### src/inc/prb_regs.vh
// Constants for the programming response builder
`ifndef PRB_REGS_VH
`define PRB_REGS_VH

// Response status opcodes
`define PRB_ST_PASS 4'h1
`define PRB_ST_FAIL 4'h2
`define PRB_ST_UNKNOWN 4'h3

// Query and error byte values
`define PRB_QE_NO_ERROR 8'h00
`define PRB_QE_VERIFY_FAIL 8'h01
`define PRB_QE_OTHER_ERROR 8'h02
`define PRB_QE_BLANK 8'hf0
`define PRB_QE_NOT_BLANK 8'h0f
`define PRB_QE_UNKNOWN 8'h00

// Agent version reported by the version query (major nibble, revision nibble)
`define PRB_AGENT_VERSION 8'h10

// Command opcodes
`define PRB_CMD_BLANK_CHECK 4'ha
`define PRB_CMD_VERSION 4'hb
`define PRB_CMD_DATA_READ 4'h4
`define PRB_CMD_PROG_READ 4'h2
`define PRB_CMD_DATA_WRITE 4'h5
`define PRB_CMD_PROG_WRITE 4'h6
`define PRB_CMD_CONFIG_WRITE 4'h7

// First header word field positions
`define PRB_HDR_STATUS_MSB 15
`define PRB_HDR_STATUS_LSB 12
`define PRB_HDR_ECHO_MSB 11
`define PRB_HDR_ECHO_LSB 8
`define PRB_HDR_QE_MSB 7
`define PRB_HDR_QE_LSB 0

// Header size in words
`define PRB_HDR_WORDS 16'h0002

// Identification region byte addresses
`define PRB_ADDR_PART_ID 24'hff_0000
`define PRB_ADDR_SILICON_REV 24'hff_0002

// Revision word field positions
`define PRB_REV_PROC_MSB 15
`define PRB_REV_PROC_LSB 12
`define PRB_REV_MAJOR_MSB 11
`define PRB_REV_MAJOR_LSB 6
`define PRB_REV_MINOR_MSB 5
`define PRB_REV_MINOR_LSB 0

// Revision word values
`define PRB_REV_PROC_VALUE 4'h1
`define PRB_REV_MAJOR_A 6'h00
`define PRB_REV_MAJOR_B 6'h01
`define PRB_REV_MAJOR_C 6'h02

// Part identifier, arbitrary neutral value
`define PRB_PART_ID_VALUE 16'h5a5a
// Minor revision reset value
`define PRB_REV_MINOR_VALUE 6'h03

`endif

### src/hdl/prb_response_builder.v
// Response packet builder for the programming agent
//
// What this block does
// - One response packet is sent for each command received.
// - Status opcode is four bits: 1 success, 2 failure, 3 unknown.
// - A command without error answers with the success status.
// - A non-query command with error answers failure, cause in the query/error byte.
// - An unrecognised command opcode answers with the unknown status.
// - Header: status 15:12, echo 11:8, byte 7:0; then length; then data.
// - The echo field carries the opcode actually processed.
// - One command outstanding; next command taken after the response ends.
// - Query commands return data in the byte, others an error code.
// - Both query commands always report success status.
// - Blank check returns F0 when blank, 0F otherwise.
// - Version query returns major nibble high, revision nibble low.
// - Successful non-query commands return error byte zero.
// - Failed verify of a write command returns error byte one.
// - Any other error returns error byte two.
// - Length counts all response words, both header words included.
// - All responses except the two reads are two words long.
// - Successful data read response length is the count plus two.
// - Successful program read length is three times half the rounded-up count, plus two.
// - Two read-only identification words are readable by data read.
// - Major revision field is six bits: 0 A, 1 B, 2 C.
// - Minor revision field holds the minor number in six binary bits.
`timescale 1ns/1ps
`include "prb_regs.vh"

module prb_response_builder
(
  input wire clk,
  input wire rst,
  input wire cmd_valid,
  output wire cmd_ready,
  input wire [3:0] cmd_opcode,
  input wire [15:0] cmd_count,
  input wire [23:0] cmd_addr,
  input wire cmd_other_known,
  output wire exec_start,
  input wire res_valid,
  input wire res_verify_fail,
  input wire res_other_err,
  input wire res_blank,
  output wire dat_req,
  output wire [15:0] dat_index,
  input wire dat_valid,
  input wire [15:0] dat_word,
  output wire rsp_valid,
  output wire [15:0] rsp_data,
  output wire rsp_last,
  input wire rsp_ready,
  output wire busy
);

  ////////////////////////////////////////////////////////////////////////////
  // States

  localparam [5:0] ST_IDLE = 6'b00_0001;
  localparam [5:0] ST_EXEC = 6'b00_0010;
  localparam [5:0] ST_HDR0 = 6'b00_0100;
  localparam [5:0] ST_HDR1 = 6'b00_1000;
  localparam [5:0] ST_FETCH = 6'b01_0000;
  localparam [5:0] ST_DATA = 6'b10_0000;

  ////////////////////////////////////////////////////////////////////////////
  // Command classification

  function is_query;
    input [3:0] op;
    begin
      is_query = (op == `PRB_CMD_BLANK_CHECK) || (op == `PRB_CMD_VERSION);
    end
  endfunction

  function is_read;
    input [3:0] op;
    begin
      is_read = (op == `PRB_CMD_DATA_READ) || (op == `PRB_CMD_PROG_READ);
    end
  endfunction

  function is_write;
    input [3:0] op;
    begin
      is_write = (op == `PRB_CMD_DATA_WRITE) || (op == `PRB_CMD_PROG_WRITE) ||
        (op == `PRB_CMD_CONFIG_WRITE);
    end
  endfunction

  function [15:0] hdr_word;
    input [3:0] status;
    input [3:0] echo;
    input [7:0] qe;
    begin
      hdr_word = {status, echo, qe};
    end
  endfunction

  ////////////////////////////////////////////////////////////////////////////
  // Registers

  reg [5:0] state_ff;
  reg [5:0] nxt_state;
  reg [3:0] op_ff;
  reg [3:0] nxt_op;
  reg [15:0] count_ff;
  reg [15:0] nxt_count;
  reg [23:0] addr_ff;
  reg [23:0] nxt_addr;
  reg [15:0] len_ff;
  reg [15:0] nxt_len;
  reg [15:0] idx_ff;
  reg [15:0] nxt_idx;
  reg [15:0] word_ff;
  reg [15:0] nxt_word;
  reg exec_ff;
  reg nxt_exec;

  wire [15:0] full_len;
  wire [23:0] id_addr;
  wire id_hit;
  wire [15:0] id_word;
  wire use_id;
  wire recognised;
  wire [15:0] ndata;
  wire take_cmd;
  wire rsp_take;

  ////////////////////////////////////////////////////////////////////////////
  // Submodules

  prb_len_calc u_len
  (
    .opcode(op_ff),
    .count(count_ff),
    .len(full_len)
  );

  assign id_addr = addr_ff + {7'h00, idx_ff, 1'b0};

  prb_id_region u_id
  (
    .addr(id_addr),
    .hit(id_hit),
    .word(id_word)
  );

  ////////////////////////////////////////////////////////////////////////////
  // Handshakes

  assign recognised = is_query(cmd_opcode) || is_read(cmd_opcode) ||
    is_write(cmd_opcode) || cmd_other_known;
  assign cmd_ready = state_ff[0];
  assign take_cmd = cmd_valid && cmd_ready;
  assign rsp_valid = state_ff[2] || state_ff[3] || state_ff[5];
  assign rsp_take = rsp_valid && rsp_ready;
  assign rsp_data = word_ff;
  assign ndata = len_ff - `PRB_HDR_WORDS;
  assign rsp_last = (state_ff[3] && (ndata == 16'h0000)) ||
    (state_ff[5] && (idx_ff + 16'h0001 == ndata));
  assign use_id = (op_ff == `PRB_CMD_DATA_READ) && id_hit;
  assign dat_req = state_ff[4] && !use_id;
  assign dat_index = idx_ff;
  assign exec_start = exec_ff;
  assign busy = !state_ff[0];

  ////////////////////////////////////////////////////////////////////////////
  // Next state

  always @*
  begin
    nxt_state = state_ff;
    nxt_op = op_ff;
    nxt_count = count_ff;
    nxt_addr = addr_ff;
    nxt_len = len_ff;
    nxt_idx = idx_ff;
    nxt_word = word_ff;
    nxt_exec = 1'b0;
    case (state_ff)
      ST_IDLE:
      begin
        if (take_cmd)
        begin
          nxt_op = cmd_opcode;
          nxt_count = cmd_count;
          nxt_addr = cmd_addr;
          nxt_idx = 16'h0000;
          nxt_len = `PRB_HDR_WORDS;
          if (recognised)
          begin
            nxt_exec = 1'b1;
            nxt_state = ST_EXEC;
          end
          else
          begin
            nxt_word = hdr_word(`PRB_ST_UNKNOWN, cmd_opcode, `PRB_QE_UNKNOWN);
            nxt_state = ST_HDR0;
          end
        end
      end
      ST_EXEC:
      begin
        if (res_valid)
        begin
          nxt_state = ST_HDR0;
          if (op_ff == `PRB_CMD_BLANK_CHECK)
            nxt_word = hdr_word(`PRB_ST_PASS, op_ff,
              res_blank ? `PRB_QE_BLANK : `PRB_QE_NOT_BLANK);
          else if (op_ff == `PRB_CMD_VERSION)
            nxt_word = hdr_word(`PRB_ST_PASS, op_ff, `PRB_AGENT_VERSION);
          else if (res_verify_fail && is_write(op_ff))
            nxt_word = hdr_word(`PRB_ST_FAIL, op_ff, `PRB_QE_VERIFY_FAIL);
          else if (res_verify_fail || res_other_err)
            nxt_word = hdr_word(`PRB_ST_FAIL, op_ff, `PRB_QE_OTHER_ERROR);
          else
          begin
            nxt_word = hdr_word(`PRB_ST_PASS, op_ff, `PRB_QE_NO_ERROR);
            nxt_len = full_len;
          end
        end
      end
      ST_HDR0:
      begin
        if (rsp_take)
        begin
          nxt_word = len_ff;
          nxt_state = ST_HDR1;
        end
      end
      ST_HDR1:
      begin
        if (rsp_take)
        begin
          if (ndata == 16'h0000)
            nxt_state = ST_IDLE;
          else
            nxt_state = ST_FETCH;
        end
      end
      ST_FETCH:
      begin
        if (use_id)
        begin
          nxt_word = id_word;
          nxt_state = ST_DATA;
        end
        else if (dat_valid)
        begin
          nxt_word = dat_word;
          nxt_state = ST_DATA;
        end
      end
      ST_DATA:
      begin
        if (rsp_take)
        begin
          nxt_idx = idx_ff + 16'h0001;
          if (rsp_last)
            nxt_state = ST_IDLE;
          else
            nxt_state = ST_FETCH;
        end
      end
      default:
      begin
        nxt_state = ST_IDLE;
      end
    endcase
  end

  ////////////////////////////////////////////////////////////////////////////
  // Flip-flops

  always @(posedge clk or posedge rst)
  begin
    if (rst)
    begin
      state_ff <= ST_IDLE;
      op_ff <= 4'h0;
      count_ff <= 16'h0000;
      addr_ff <= 24'h00_0000;
      len_ff <= 16'h0000;
      idx_ff <= 16'h0000;
      word_ff <= 16'h0000;
      exec_ff <= 1'b0;
    end
    else
    begin
      state_ff <= nxt_state;
      op_ff <= nxt_op;
      count_ff <= nxt_count;
      addr_ff <= nxt_addr;
      len_ff <= nxt_len;
      idx_ff <= nxt_idx;
      word_ff <= nxt_word;
      exec_ff <= nxt_exec;
    end
  end

endmodule // prb_response_builder

### src/hdl/prb_id_region.v
// Read-only two-word identification region
`timescale 1ns/1ps
`include "prb_regs.vh"

module prb_id_region
(
  input wire [23:0] addr,
  output reg hit,
  output reg [15:0] word
);

  wire [15:0] rev_word;

  assign rev_word = {`PRB_REV_PROC_VALUE, `PRB_REV_MAJOR_B, `PRB_REV_MINOR_VALUE};

  always @*
  begin
    hit = 1'b0;
    word = 16'h0000;
    if (addr == `PRB_ADDR_PART_ID)
    begin
      hit = 1'b1;
      word = `PRB_PART_ID_VALUE;
    end
    else if (addr == `PRB_ADDR_SILICON_REV)
    begin
      hit = 1'b1;
      word = rev_word;
    end
  end

endmodule // prb_id_region

### src/hdl/prb_len_calc.v
// Response length in words for a captured command
`timescale 1ns/1ps
`include "prb_regs.vh"

module prb_len_calc
(
  input wire [3:0] opcode,
  input wire [15:0] count,
  output reg [15:0] len
);

  reg [16:0] half_up;
  reg [18:0] packed_words;

  always @*
  begin
    half_up = ({1'b0, count} + 17'h0_0001) >> 1;
    packed_words = {2'b00, half_up} + {1'b0, half_up, 1'b0};
    if (opcode == `PRB_CMD_DATA_READ)
      len = count + `PRB_HDR_WORDS;
    else if (opcode == `PRB_CMD_PROG_READ)
      len = packed_words[15:0] + `PRB_HDR_WORDS;
    else
      len = `PRB_HDR_WORDS;
  end

endmodule // prb_len_calc

### config.mk
export PLATFORM = sky130hd
export DESIGN_NAME = prb_response_builder
export DESIGN_NICKNAME = d
export VERILOG_FILES = /design/src/hdl/prb_response_builder.v /design/src/hdl/prb_id_region.v /design/src/hdl/prb_len_calc.v
export VERILOG_INCLUDE_DIRS = /design/src /design/src/inc
export SDC_FILE = /design/constraint.sdc
export NUM_CORES = 1
export LEC_CHECK = 0
export ABC_AREA = 0
export BUFFER_PORTS_ARGS = -buffer_cell sky130_fd_sc_hd__buf_2
export CAP_MARGIN = 20
export CELL_PAD_IN_SITES_DETAIL_PLACEMENT = 1
export CELL_PAD_IN_SITES_GLOBAL_PLACEMENT = 1
export CORE_MARGIN = 5
export CORE_UTILIZATION = 40
export DETAILED_ROUTE_END_ITERATION = 10
export MAX_ROUTING_LAYER = met4
export PLACE_DENSITY_LB_ADDON = 0.1
export SYNTH_ARGS = -nofsm -noshare
export SYNTH_HDL_FRONTEND = slang
export SYNTH_SLANG_ARGS = --single-unit
### constraint.sdc
create_clock -name clk -period 6 [get_ports clk]
set_input_delay 1.2 -clock clk [delete_from_list [all_inputs] [get_ports clk]]
set_output_delay 1.2 -clock clk [all_outputs]
set_load 0.02 [all_outputs]
==> out/results.tsv, run 1 <==
stage	metric	value	unit
outcome	status	complete, no violations	
cts	cts_tree	yes	
setup_path	cp_max_fo	8	
floorplanning	num_rows	51	
route	final_antenna_net_count	0	
floorplanning	initial_utilization	40.38	%
setup_path	end_kind	primary output	
cts	clk_path_buf_depth	2	
sta	post-route-period-util	87.91	%
global_route	grt_pass1_wl	38.31	mm
cts	ctsHoldBuffers	0	
route	drc	0	
floorplanning	core_area	19400	um^2
place	routabilityCongestion	0.8834	
route	drt_pass1_iterations	4	
job	cap_violations	0	
floorplanning	die_area	22480	um^2
setup_path	critPathMaxStageDelay	0.62	ns
global_route	grt_pass1_vias	7224	
route	vias	6939	
yosys	synth_edf_count	0	
yosys	avgSynthCellArea	8.984	um^2
yosys	synthCells	872	
global_route	grt_antenna_before_repair	0	
sta	finalSetupViolCount	0	
sta	worst_slack	0.7255	ns
setup_path	critPathRequiredTime	4.80	ns
cts	htreeDepth	3	
final_layout	final_common_cell	buf_2	
yosys	yosysTopAreaCellShare	31.30	%
setup_path	cp_num_buf_inv	2	
setup_path	start_kind	register	
setup_path	critPathTopFamily	simple AND/OR/NAND/NOR gates	
cts	cts-resized-gates	0	
sta	fmax	189.6	MHz
cts	clk_latency	0.36	ns
sta	tightest_slew	0.9774	ns
power_and_ir_drop	power_density	476.2	nW/um^2
global_route	grt_max_degree	59	
setup_path	crit_arrival	4.07	ns
yosys	synth.yosys.seq_area_share	31.64	%
yosys	yosys_warnings	0	
floorplanning	die_height	149.9	um
final_layout	insertedDiodeCount	0	
route	drtIter0Drc	306	
floorplanning	die_w	149.9	um
cts	root_buffer	clkbuf_16	
power_and_ir_drop	p_leak	3.934	nW
yosys	synthesis.nets	991	
floorplanning	io_pins	108	
route	routed_wl	23.57	mm
setup_path	cp_slowest_cell	nor4_4	
global_route	grt.overflow.total	0	
setup_path	critPathKind	reg2out	
final_layout	final_cell_mix	buf_2, dfrtp_1, nand2_1	
route	detail_route.wl_per_cell	19.43	um
sta	slew_viol_final	0	
yosys	ys_ff_latch	99	
power_and_ir_drop	max-vdd-ir-drop	0.3116	mV
cts	clock-sinks	99	
yosys	synthTopCellsByArea	dfrtp_1, ha_1, mux2_2	
route	via_per_inst	5.721	
yosys	yosysUniqueCellTypes	75	
cts	cts_buffers	9	
place	preCtsSetupSlack	1.111	ns
global_route	grt.total_usage	22.11	%
yosys	synth_flop_cell	dfrtp_1	
place	hpwl	18.10	mm
sta	fin_worst_skew	0.007018	ns
sta	min_period	5.274	ns
cts	clk_pin_slew_worst_paths	0.07	ns
final_layout	syn_to_final_growth	12.76	%
sta	hold_violations	0	
sta	setup_tns	0	ns
cts	postCtsSetupRepairBufs	0	
sta	rsz0062_at_grt	no	
min_path	hold_path_class	reg2reg	
yosys	synth-async-reset-ratio	100.0	%
yosys	yosysTopAreaCell	dfrtp_1	
place	io_buffers	107	
final_layout	nNetsFinal	1062	
sta	maxSlewHeadroom	34.66	%
final_layout	layout-drive-gt1-share	20.99	%
yosys	syn_area	7834	um^2
setup_path	path_cells	ha_1, inv_1, fa_1, nand2b_1, a211oi_1, o31a_1, o21ai_0, nand4b_1, or4_1, nor4_4, nor2b_1, buf_2	
## worst paths after layout
path	startpoint	end	slack (ns)	cells after the start
worst max-delay path	dat_index[0]$_DFFE_PP0P_	dat_req	0.73	12
worst min-delay path	rsp_data[7]$_DFFE_PP0P_	rsp_data[7]$_DFFE_PP0P_	0.51	1
worst max register to register	dat_index[0]$_DFFE_PP0P_	rsp_data[12]$_DFFE_PP0P_	1.25	13
worst min register to register	rsp_data[7]$_DFFE_PP0P_	rsp_data[7]$_DFFE_PP0P_	0.51	1
max in group asynchronous	rst	len_ff[12]$_DFFE_PP0P_	3.95	3
min in group asynchronous	rst	addr_ff[22]$_DFFE_PP0P_	0.97	2
## cell families (layout without fill, tap and decap cells)
family	after synthesis	after routing	share of synthesized area, %
and+or+nand+nor	266	266	18.03
AOI/OAI and AO/OA	224	224	19.37
buffers and inverters	87	163	4.488
DFF	99	99	31.64
xor gates and xnor gates	89	89	9.951
muxes	58	58	8.497
adders and majority gates	49	49	8.018
## report_power, final
| group | internal (mW) | switching (mW) | total [mW] | leakage (nW) |
|---|---|---|---|---|
| registers | 0.881 | 0.278 | 1.16 | 1.25 |
| clock network | 0.341 | 0.287 | 0.628 | 0.151 |
| logic | 1.10 | 1.32 | 2.42 | 2.53 |
| total | 2.32 | 1.89 | 4.21 | 3.93 |
## layer usage
| layer | share of wire, % | routed length, um | up-vias | track usage (%) |
|---|---|---|---|---|
| li1 | - | - | 3355 | - |
| met1 | 46 | 10820 | 3438 | 28.46 |
| met2 | 49 | 11630 | 125 | 37.26 |
| met3 | 3.1 | 720 | 21 | 2.574 |
| met4 | 1.7 | 399 | 0 | 5.489 |
| met5 | 0 | 0 | - | - |
## metrics by stage
| step | cells | utilization (%) | hold WS [ns] | area (um^2) | total power [mW] |
|---|---|---|---|---|---|
| floorplan | 872 | - | 0.4699 | 7834 | 3.014 |
| global placement | 1197 | 43.94 | 0.4869 | 8523 | 3.566 |
| detailed placement | 1197 | 43.94 | 0.4894 | 8523 | 3.598 |
| CTS | 1213 | 45.54 | 0.5135 | 8833 | 4.254 |
| global route | 1213 | 45.54 | 0.5341 | 8833 | 4.579 |
| finish | 1213 | 45.54 | 0.5061 | 8833 | 4.207 |
## final cells by class
| type | instances | area [um^2] |
|---|---|---|
| Multi-Input combinational cell | 686 | 5006 |
| Sequential cell | 99 | 2479 |
| Timing Repair Buffer | 112 | 573.1 |
| Fill cell | 2362 | 10570 |
| Clock buffer | 10 | 239.0 |
| Clock inverter | 6 | 71.32 |
| Tap cell | 265 | 331.6 |
| Inverter | 35 | 133.9 |
## state kept, by name (all words and copies together), names as in the netlist
name / flops
addr_ff: 24
count_ff: 16
dat_index: 16
len_ff: 16
rsp_data: 16
state_ff: 6
op_ff: 4
exec_start: 1
## Yosys cell counts, types with 11 or more instances
| library cell | count |
|---|---|
| nand2_1 | 61 |
| xnor2_1 | 56 |
| nand3_1 | 32 |
| a21oi_1 | 40 |
| nor2b_1 | 14 |
| o31ai_1 | 11 |
| o22ai_1 | 15 |
| nor2_1 | 49 |
| nand4_1 | 12 |
| o21ai_0 | 54 |
| inv_1 | 35 |
| nor3_1 | 26 |
| dfrtp_1 | 98 |
| clkbuf_1 | 41 |
| xor2_1 | 33 |
| ha_1 | 47 |
| mux2_2 | 52 |
Note: power is estimated with default switching activity, not from simulation.
==> inputs of run 2 (changes only) <==
--- a/config.mk
+++ b/config.mk
@@ -6,7 +6,7 @@
 export SDC_FILE = /design/constraint.sdc
 export NUM_CORES = 1
 export LEC_CHECK = 0
-export ABC_AREA = 0
+export ABC_AREA = 1
 export BUFFER_PORTS_ARGS = -buffer_cell sky130_fd_sc_hd__buf_2
 export CAP_MARGIN = 20
 export CELL_PAD_IN_SITES_DETAIL_PLACEMENT = 1
==> out/results.tsv, run 2 <==
stage	metric	value	unit	change
route	final_antenna_net_count	0		unchanged
route	via_per_inst	5.272		was 5.721
yosys	yosysMostFrequentCell	nand2_1		was dfrtp_1
sta	worst_hold_slack	0.4837	ns	was 0.5061 ns
yosys	syn_area	8424	um^2	was 7834 um^2
final_layout	nNetsFinal	1544		was 1062
setup_path	timing.reg2reg.setup_slack	2.24	ns	was 1.25 ns
sta	min_period	4.441	ns	was 5.274 ns
floorplanning	die_height	155.1	um	was 149.9 um
min_path	hp-start	addr_ff[1]$_DFFE_PP0P_		was rsp_data[7]$_DFFE_PP0P_
place	io_buffers	107		unchanged
floorplanning	core_area	20890	um^2	was 19400 um^2
route	drc	0		unchanged
yosys	synth_common_cells	nand2_1, inv_1, nor2_1		was dfrtp_1, nand2_1, xnor2_1
global_route	grt_max_degree	72		was 59
sta	slew_viol_final	0		unchanged
yosys	synth-async-reset-ratio	100.0	%	unchanged
final_layout	final-instance-count-excl-fill	1705		was 1213
cts	root_buffer	clkbuf_16		unchanged
power_and_ir_drop	power_density	428.5	nW/um^2	was 476.2 nW/um^2
yosys	yosys_warnings	0		unchanged
yosys	yosysUniqueCellTypes	42		was 75
route	routed_wl	29.46	mm	was 23.57 mm
yosys	synthTopCellsByArea	dfrtp_1, nand2_1, inv_1		was dfrtp_1, ha_1, mux2_2
final_layout	syn_to_final_growth	13.80	%	was 12.76%
sta	setup_tns	0	ns	unchanged
sta	rsz0062_at_grt	no		unchanged
setup_path	end_kind	primary output		unchanged
yosys	avgSynthCellArea	6.382	um^2	was 8.984 um^2
floorplanning	die_area	24060	um^2	was 22480 um^2
yosys	synthCells	1320		was 872
sta	finalSetupViolCount	0		unchanged
global_route	grt.overflow.total	0		unchanged
place	dp.cells	1689		was 1197
floorplanning	io_pins	108		unchanged
floorplanning	num_rows	53		was 51
global_route	grt_antenna_before_repair	0		unchanged
route	detail_route.wl_per_cell	17.28	um	was 19.43 um
route	drt_pass1_iterations	5		was 4
final_layout	insertedDiodeCount	0		unchanged
floorplanning	die_w	155.1	um	was 149.9 um
sta	maxSlewHeadroom	42.38	%	was 34.66%
yosys	synth_flop_cell	dfrtp_1		unchanged
setup_path	cp_max_fo	10		was 8
yosys	yosysTopAreaCellShare	29.11	%	was 31.30%
cts	clk_latency	0.37	ns	was 0.36 ns
setup_path	start_kind	register		unchanged
cts	clk_pin_slew_worst_paths	0.08	ns	was 0.07 ns
setup_path	crit_arrival	3.24	ns	was 4.07 ns
yosys	synth.yosys.seq_area_share	29.42	%	was 31.64%
sta	hold_violations	0		unchanged
setup_path	critPathRequiredTime	4.80	ns	about the same
sta	fmax	225.2	MHz	was 189.6 MHz
cts	ctsHoldBuffers	0		unchanged
setup_path	crit_end	dat_req		unchanged
outcome	status	complete, no violations		unchanged
yosys	yosysTopAreaCell	dfrtp_1		unchanged
job	cap_violations	0		unchanged
route	vias	8988		was 6939
setup_path	r2r-end	len_ff[15]$_DFFE_PP0P_		was rsp_data[12]$_DFFE_PP0P_
setup_path	cp-startpoint	dat_index[0]$_DFFE_PP0P_		unchanged
sta	tightest_slew	0.8642	ns	was 0.9774 ns
setup_path	critPathKind	reg2out		unchanged
setup_path	reg2reg_from	count_ff[2]$_DFFE_PP0P_		was dat_index[0]$_DFFE_PP0P_
setup_path	reg2reg_depth	20		was 13
sta	fin_worst_skew	0.01904	ns	was 0.007018 ns
yosys	ys_ff_latch	99		unchanged
sta	post-route-period-util	74.01	%	was 87.91%
power_and_ir_drop	max-vdd-ir-drop	0.2299	mV	was 0.3116 mV
place	routabilityCongestion	0.9022		was 0.8834
cts	clock-sinks	99		unchanged
cts	cts_tree	yes		unchanged
min_path	hold_path_depth	2		was 1
power_and_ir_drop	p_leak	5.127	nW	was 3.934 nW
global_route	grt_pass1_wl	48.63	mm	was 38.31 mm
route	drtIter0Drc	359		was 306
cts	postCtsSetupRepairBufs	0		unchanged
yosys	synth_edf_count	0		unchanged
final_layout	largest_reg_flops	24		unchanged
global_route	grt_pass1_vias	9543		was 7224
final_layout	final_common_cell	nand2_1		was buf_2
min_path	hold_path_class	reg2reg		unchanged
cts	htreeDepth	3		unchanged
cts	cts_buffers	9		unchanged
place	hpwl	23.76	mm	was 18.10 mm
yosys	synthesis.nets	1439		was 991
cts	cts-resized-gates	0		unchanged
global_route	grt.total_usage	25.65	%	was 22.11%
final_layout	final_cell_mix	nand2_1, inv_1, nor2_1		was buf_2, dfrtp_1, nand2_1
floorplanning	initial_utilization	40.33	%	was 40.38%
final_layout	layout-drive-gt1-share	11.82	%	was 20.99%
cts	clk_path_buf_depth	2		unchanged
final_layout	largest-register	addr_ff		unchanged
[run 2: metrics by stage]
stage | instance area [um^2] | setup slack, ns | total power [mW] | util, %
after floorplan | 8424 | 2.211 | 2.798 | -
after global placement | 9286 | 2.065 | 3.443 | 44.46
after detailed placement | 9286 | 1.927 | 3.494 | 44.46
after CTS | 9587 | 1.533 | 4.143 | 45.89
after global routing | 9587 | 1.212 | 4.556 | 45.89
final | 9587 | 1.560 | 4.108 | 45.89
[run 2: how the worst min path moves through the flow]
stage,to,slack [ns]
after floorplan,addr_ff[10]$_DFFE_PP0P_,0.45
after global placement,rsp_data[12]$_DFFE_PP0P_,0.46
after detailed placement,rsp_data[1]$_DFFE_PP0P_,0.46
after CTS,addr_ff[1]$_DFFE_PP0P_,0.49
after global routing,addr_ff[1]$_DFFE_PP0P_,0.51
final,addr_ff[1]$_DFFE_PP0P_,0.48
[run 2: final cells by class]
type / count / area, um^2
Tap cell: 275 / 344.1
Inverter: 190 / 716.9
Timing Repair Buffer: 114 / 588.1
Multi-Input combinational cell: 1011 / 5159
Sequential cell: 99 / 2479
Clock buffer: 9 / 225.2
Clock inverter: 7 / 75.07
Fill cell: 2855 / 11300
[run 2: cell families (layout without fill, tap and decap cells)]
group	Yosys count	in the layout	share of synthesized area, %
fa+ha+maj	49	49	7.456
buf+inv	210	320	9.505
xor+xnor	51	51	5.302
simple gates	733	733	37.13
compound gates	178	178	11.18
flops	99	99	29.42
[run 2: layer usage]
metal	GRT usage (%)	vias to the layer above	wire, um
met5	-	-	0
met3	3.032	47	1013
met4	8.410	0	892
li1	-	4437	-
met1	32.52	4322	13400
met2	42.76	182	14150
[run 2: critical path, stage by stage (launching register included)]
cell,delay [ns]
dfrtp_1,0.55
ha_1,0.27
inv_1,0.07
fa_1,0.40
inv_1,0.11
nand2_1,0.06
nand2_1,0.08
nand3_1,0.07
nand2_1,0.11
nand2_1,0.08
nand3_1,0.07
nand2_1,0.06
nor2_1,0.11
nand3_1,0.15
nor2_4,0.19
nand2_1,0.10
nand2_4,0.13
a21oi_1,0.10
buf_2,0.18
[run 2: report_power, final]
group          internal (mW)  switching (mW)
sequential             0.872           0.198
clock                  0.297           0.317
combinational          0.808            1.62
total                   1.98            2.13
==> inputs of run 3 (changes only) <==
--- a/config.mk
+++ b/config.mk
@@ -12,7 +12,7 @@
 export CELL_PAD_IN_SITES_DETAIL_PLACEMENT = 1
 export CELL_PAD_IN_SITES_GLOBAL_PLACEMENT = 1
 export CORE_MARGIN = 5
-export CORE_UTILIZATION = 40
+export CORE_UTILIZATION = 38
 export DETAILED_ROUTE_END_ITERATION = 10
 export MAX_ROUTING_LAYER = met4
 export PLACE_DENSITY_LB_ADDON = 0.1
==> constraint.sdc (replaced) <==
create_clock -name clk -period 3.9 [get_ports clk]
set_input_delay 0.78 -clock clk [delete_from_list [all_inputs] [get_ports clk]]
set_output_delay 0.78 -clock clk [all_outputs]
set_load 0.02 [all_outputs]
==> out/results.tsv, run 3 (same netlist as run 2, synthesis figures left out) <==
stage	metric	value	unit	change
setup_path	critPathKind	reg2out		unchanged
cts	cts_buffers	9		unchanged
setup_path	reg2reg_from	count_ff[0]$_DFFE_PP0P_		was count_ff[2]$_DFFE_PP0P_
job	cap_violations	0		unchanged
global_route	grt_max_degree	62		was 72
floorplanning	io_pins	108		unchanged
route	via_per_inst	5.182		was 5.272
min_path	hp-start	addr_ff[12]$_DFFE_PP0P_		was addr_ff[1]$_DFFE_PP0P_
setup_path	cp_slowest_cell	dfrtp_1		unchanged
final_layout	insertedDiodeCount	0		unchanged
floorplanning	die_height	158.9	um	was 155.1 um
place	dp.cells	1706		was 1689
min_path	hold_path_class	reg2reg		unchanged
route	final_antenna_net_count	0		unchanged
final_layout	syn_to_final_growth	16.41	%	was 13.80%
route	drt_pass1_iterations	5		unchanged
global_route	grt_antenna_before_repair	0		unchanged
global_route	grt_pass1_wl	48.78	mm	was 48.63 mm
global_route	grt.overflow.total	0		unchanged
floorplanning	die_area	25250	um^2	was 24060 um^2
final_layout	largest-register	addr_ff		unchanged
setup_path	cp_max_fo	5		was 10
final_layout	final_common_cell	nand2_1		unchanged
final_layout	nNetsFinal	1560		was 1544
setup_path	path_cells	ha_1, nand2_1, inv_1, a21oi_1, nand3_1, nand2_1, nand4_1, nor2_2, nand2_2, nor2_2, nand2_2, nand2_4, a21oi_1, buf_2		was ha_1, inv_1, fa_1, inv_1, nand2_1, nand2_1, nand3_1, nand2_1, nand2_1, nand3_1, nand2_1, nor2_1, nand3_1, nor2_4, nand2_1, nand2_4, a21oi_1, buf_2
route	routed_wl	29.94	mm	was 29.46 mm
setup_path	crit_arrival	2.93	ns	was 3.24 ns
sta	hold_violations	0		unchanged
power_and_ir_drop	p_leak	5.207	nW	was 5.127 nW
setup_path	start_kind	register		unchanged
setup_path	end_kind	primary output		unchanged
floorplanning	num_rows	54		was 53
global_route	grt.total_usage	24.04	%	was 25.65%
cts	clk_pin_slew_worst_paths	0.08	ns	about the same
final_layout	largest_reg_flops	24		unchanged
power_and_ir_drop	max-vdd-ir-drop	0.3304	mV	was 0.2299 mV
sta	finalSetupViolCount	0		unchanged
setup_path	critPathMaxStageDelay	0.43	ns	was 0.55 ns
setup_path	critPathTopFamily	simple AND/OR/NAND/NOR gates		unchanged
setup_path	cp_num_buf_inv	2		was 3
sta	fin_worst_skew	0.01156	ns	was 0.01904 ns
setup_path	cp-startpoint	dat_index[9]$_DFFE_PP0P_		was dat_index[0]$_DFFE_PP0P_
final_layout	layout-drive-gt1-share	14.32	%	was 11.82%
final_layout	final_cell_mix	nand2_1, inv_1, nor2_1		unchanged
global_route	grt_pass1_vias	9330		was 9543
floorplanning	core_area	21820	um^2	was 20890 um^2
cts	clk_latency	0.37	ns	about the same
sta	maxSlewHeadroom	54.20	%	was 42.38%
power_and_ir_drop	p_total	6.439	mW	was 4.108 mW
cts	clk_path_buf_depth	2		unchanged
final_layout	fillers	2975		was 2855
cts	cts_tree	yes		unchanged
setup_path	timing.reg2reg.setup_slack	0.35	ns	was 2.24 ns
route	drc	0		unchanged
cts	root_buffer	clkbuf_16		unchanged
power_and_ir_drop	power_density	656.6	nW/um^2	was 428.5 nW/um^2
final_layout	final-instance-count-excl-fill	1726		was 1705
floorplanning	die_w	158.9	um	was 155.1 um
outcome	status	complete, no violations		unchanged
place	hpwl	24.37	mm	was 23.76 mm
cts	htreeDepth	3		unchanged
sta	fmax	269.5	MHz	
floorplanning	initial_utilization	38.60	%	was 40.33%
route	drtIter0Drc	449		was 359
route	vias	8944		was 8988
setup_path	critPathRequiredTime	3.12	ns	was 4.80 ns
route	detail_route.wl_per_cell	17.35	um	was 17.28 um
sta	slew_viol_final	0		unchanged
sta	tightest_slew	0.6807	ns	was 0.8642 ns
place	io_buffers	107		unchanged
sta	min_period	3.710	ns	
sta	post-route-period-util	95.13	%	
place	routabilityCongestion	0.9028		was 0.9022
cts	clock-sinks	99		unchanged
run 3: cell count changes in the layout (fill, tap and decap cells not counted), moves of 2 or more:
| cell | change |
|---|---|
| buf_4 | +15 |
| dfrtp_1 | -3 |
| dfrtp_2 | +3 |
| ha_1 | -7 |
| ha_2 | +7 |
| inv_8 | -2 |
| nor2_1 | -6 |
| nor2_2 | +6 |
| nor3_1 | -2 |
| nor3_2 | +2 |
run 3: through the flow:
stage	setup WS (ns)	area (um^2)	util, %	setup TNS, ns	hold WS (ns)
floorplan	0.5312	8424	-	0	0.4459
global placement	0.3223	9395	43.05	0	0.4591
detailed placement	0.09582	9395	43.05	0	0.4642
CTS	0.01230	9724	44.56	0	0.4868
global route	-0.0007114	9807	44.94	-0.0007114	0.5068
finish	0.1899	9807	44.94	0	0.4831
run 3: tightest hold or removal path: stages (launching register included):
cell	delay, ns
dfrtp_1	0.35
nand2_1	0.06
nand2_1	0.05
run 3: where the power goes:
group / internal, mW / total [mW] / switching (mW)
combinational: 1.28 / 3.80 / 2.52
clock: 0.518 / 1.00 / 0.486
sequential: 1.34 / 1.64 / 0.295
run 3: routing by layer:
layer	routed length (um)	share of wire, %	global-route usage (%)
met1	13970	47	31.51
met2	14450	48	40.04
met3	914	3.1	2.411
met4	602	2.0	6.126
met5	0	0	-
run 3: layout make-up:
type	count	area [um^2]	share of cell area (%)
clock buffer	9	225.2	2.297
clock inverter	7	98.84	1.008
inverter	190	716.9	7.311
multi-input combinational	1011	5213	53.15
sequential	99	2482	25.31
tap	280	350.3	3.572
timing repair buffer	130	720.7	7.349
run 3: what timing repair did:
| item | in CTS | in global routing |
|---|---|---|
| buffers inserted | 0 | 4 |
| pin swaps | 1 | 3 |
| setup endpoints to repair | 1 | 6 |
| gates resized for setup | 2 | 21 |
| hold buffers | 0 | 0 |
run 3: worst paths after layout:
path,to,depth (start not counted)
max,dat_req,14
min reg2reg,addr_ff[12]$_DFFE_PP0P_,2
min,addr_ff[12]$_DFFE_PP0P_,2
min in group asynchronous,count_ff[8]$_DFFE_PP0P_,2
max reg2reg,len_ff[15]$_DFFE_PP0P_,19
max in group asynchronous,dat_index[11]$_DFFE_PP0P_,3
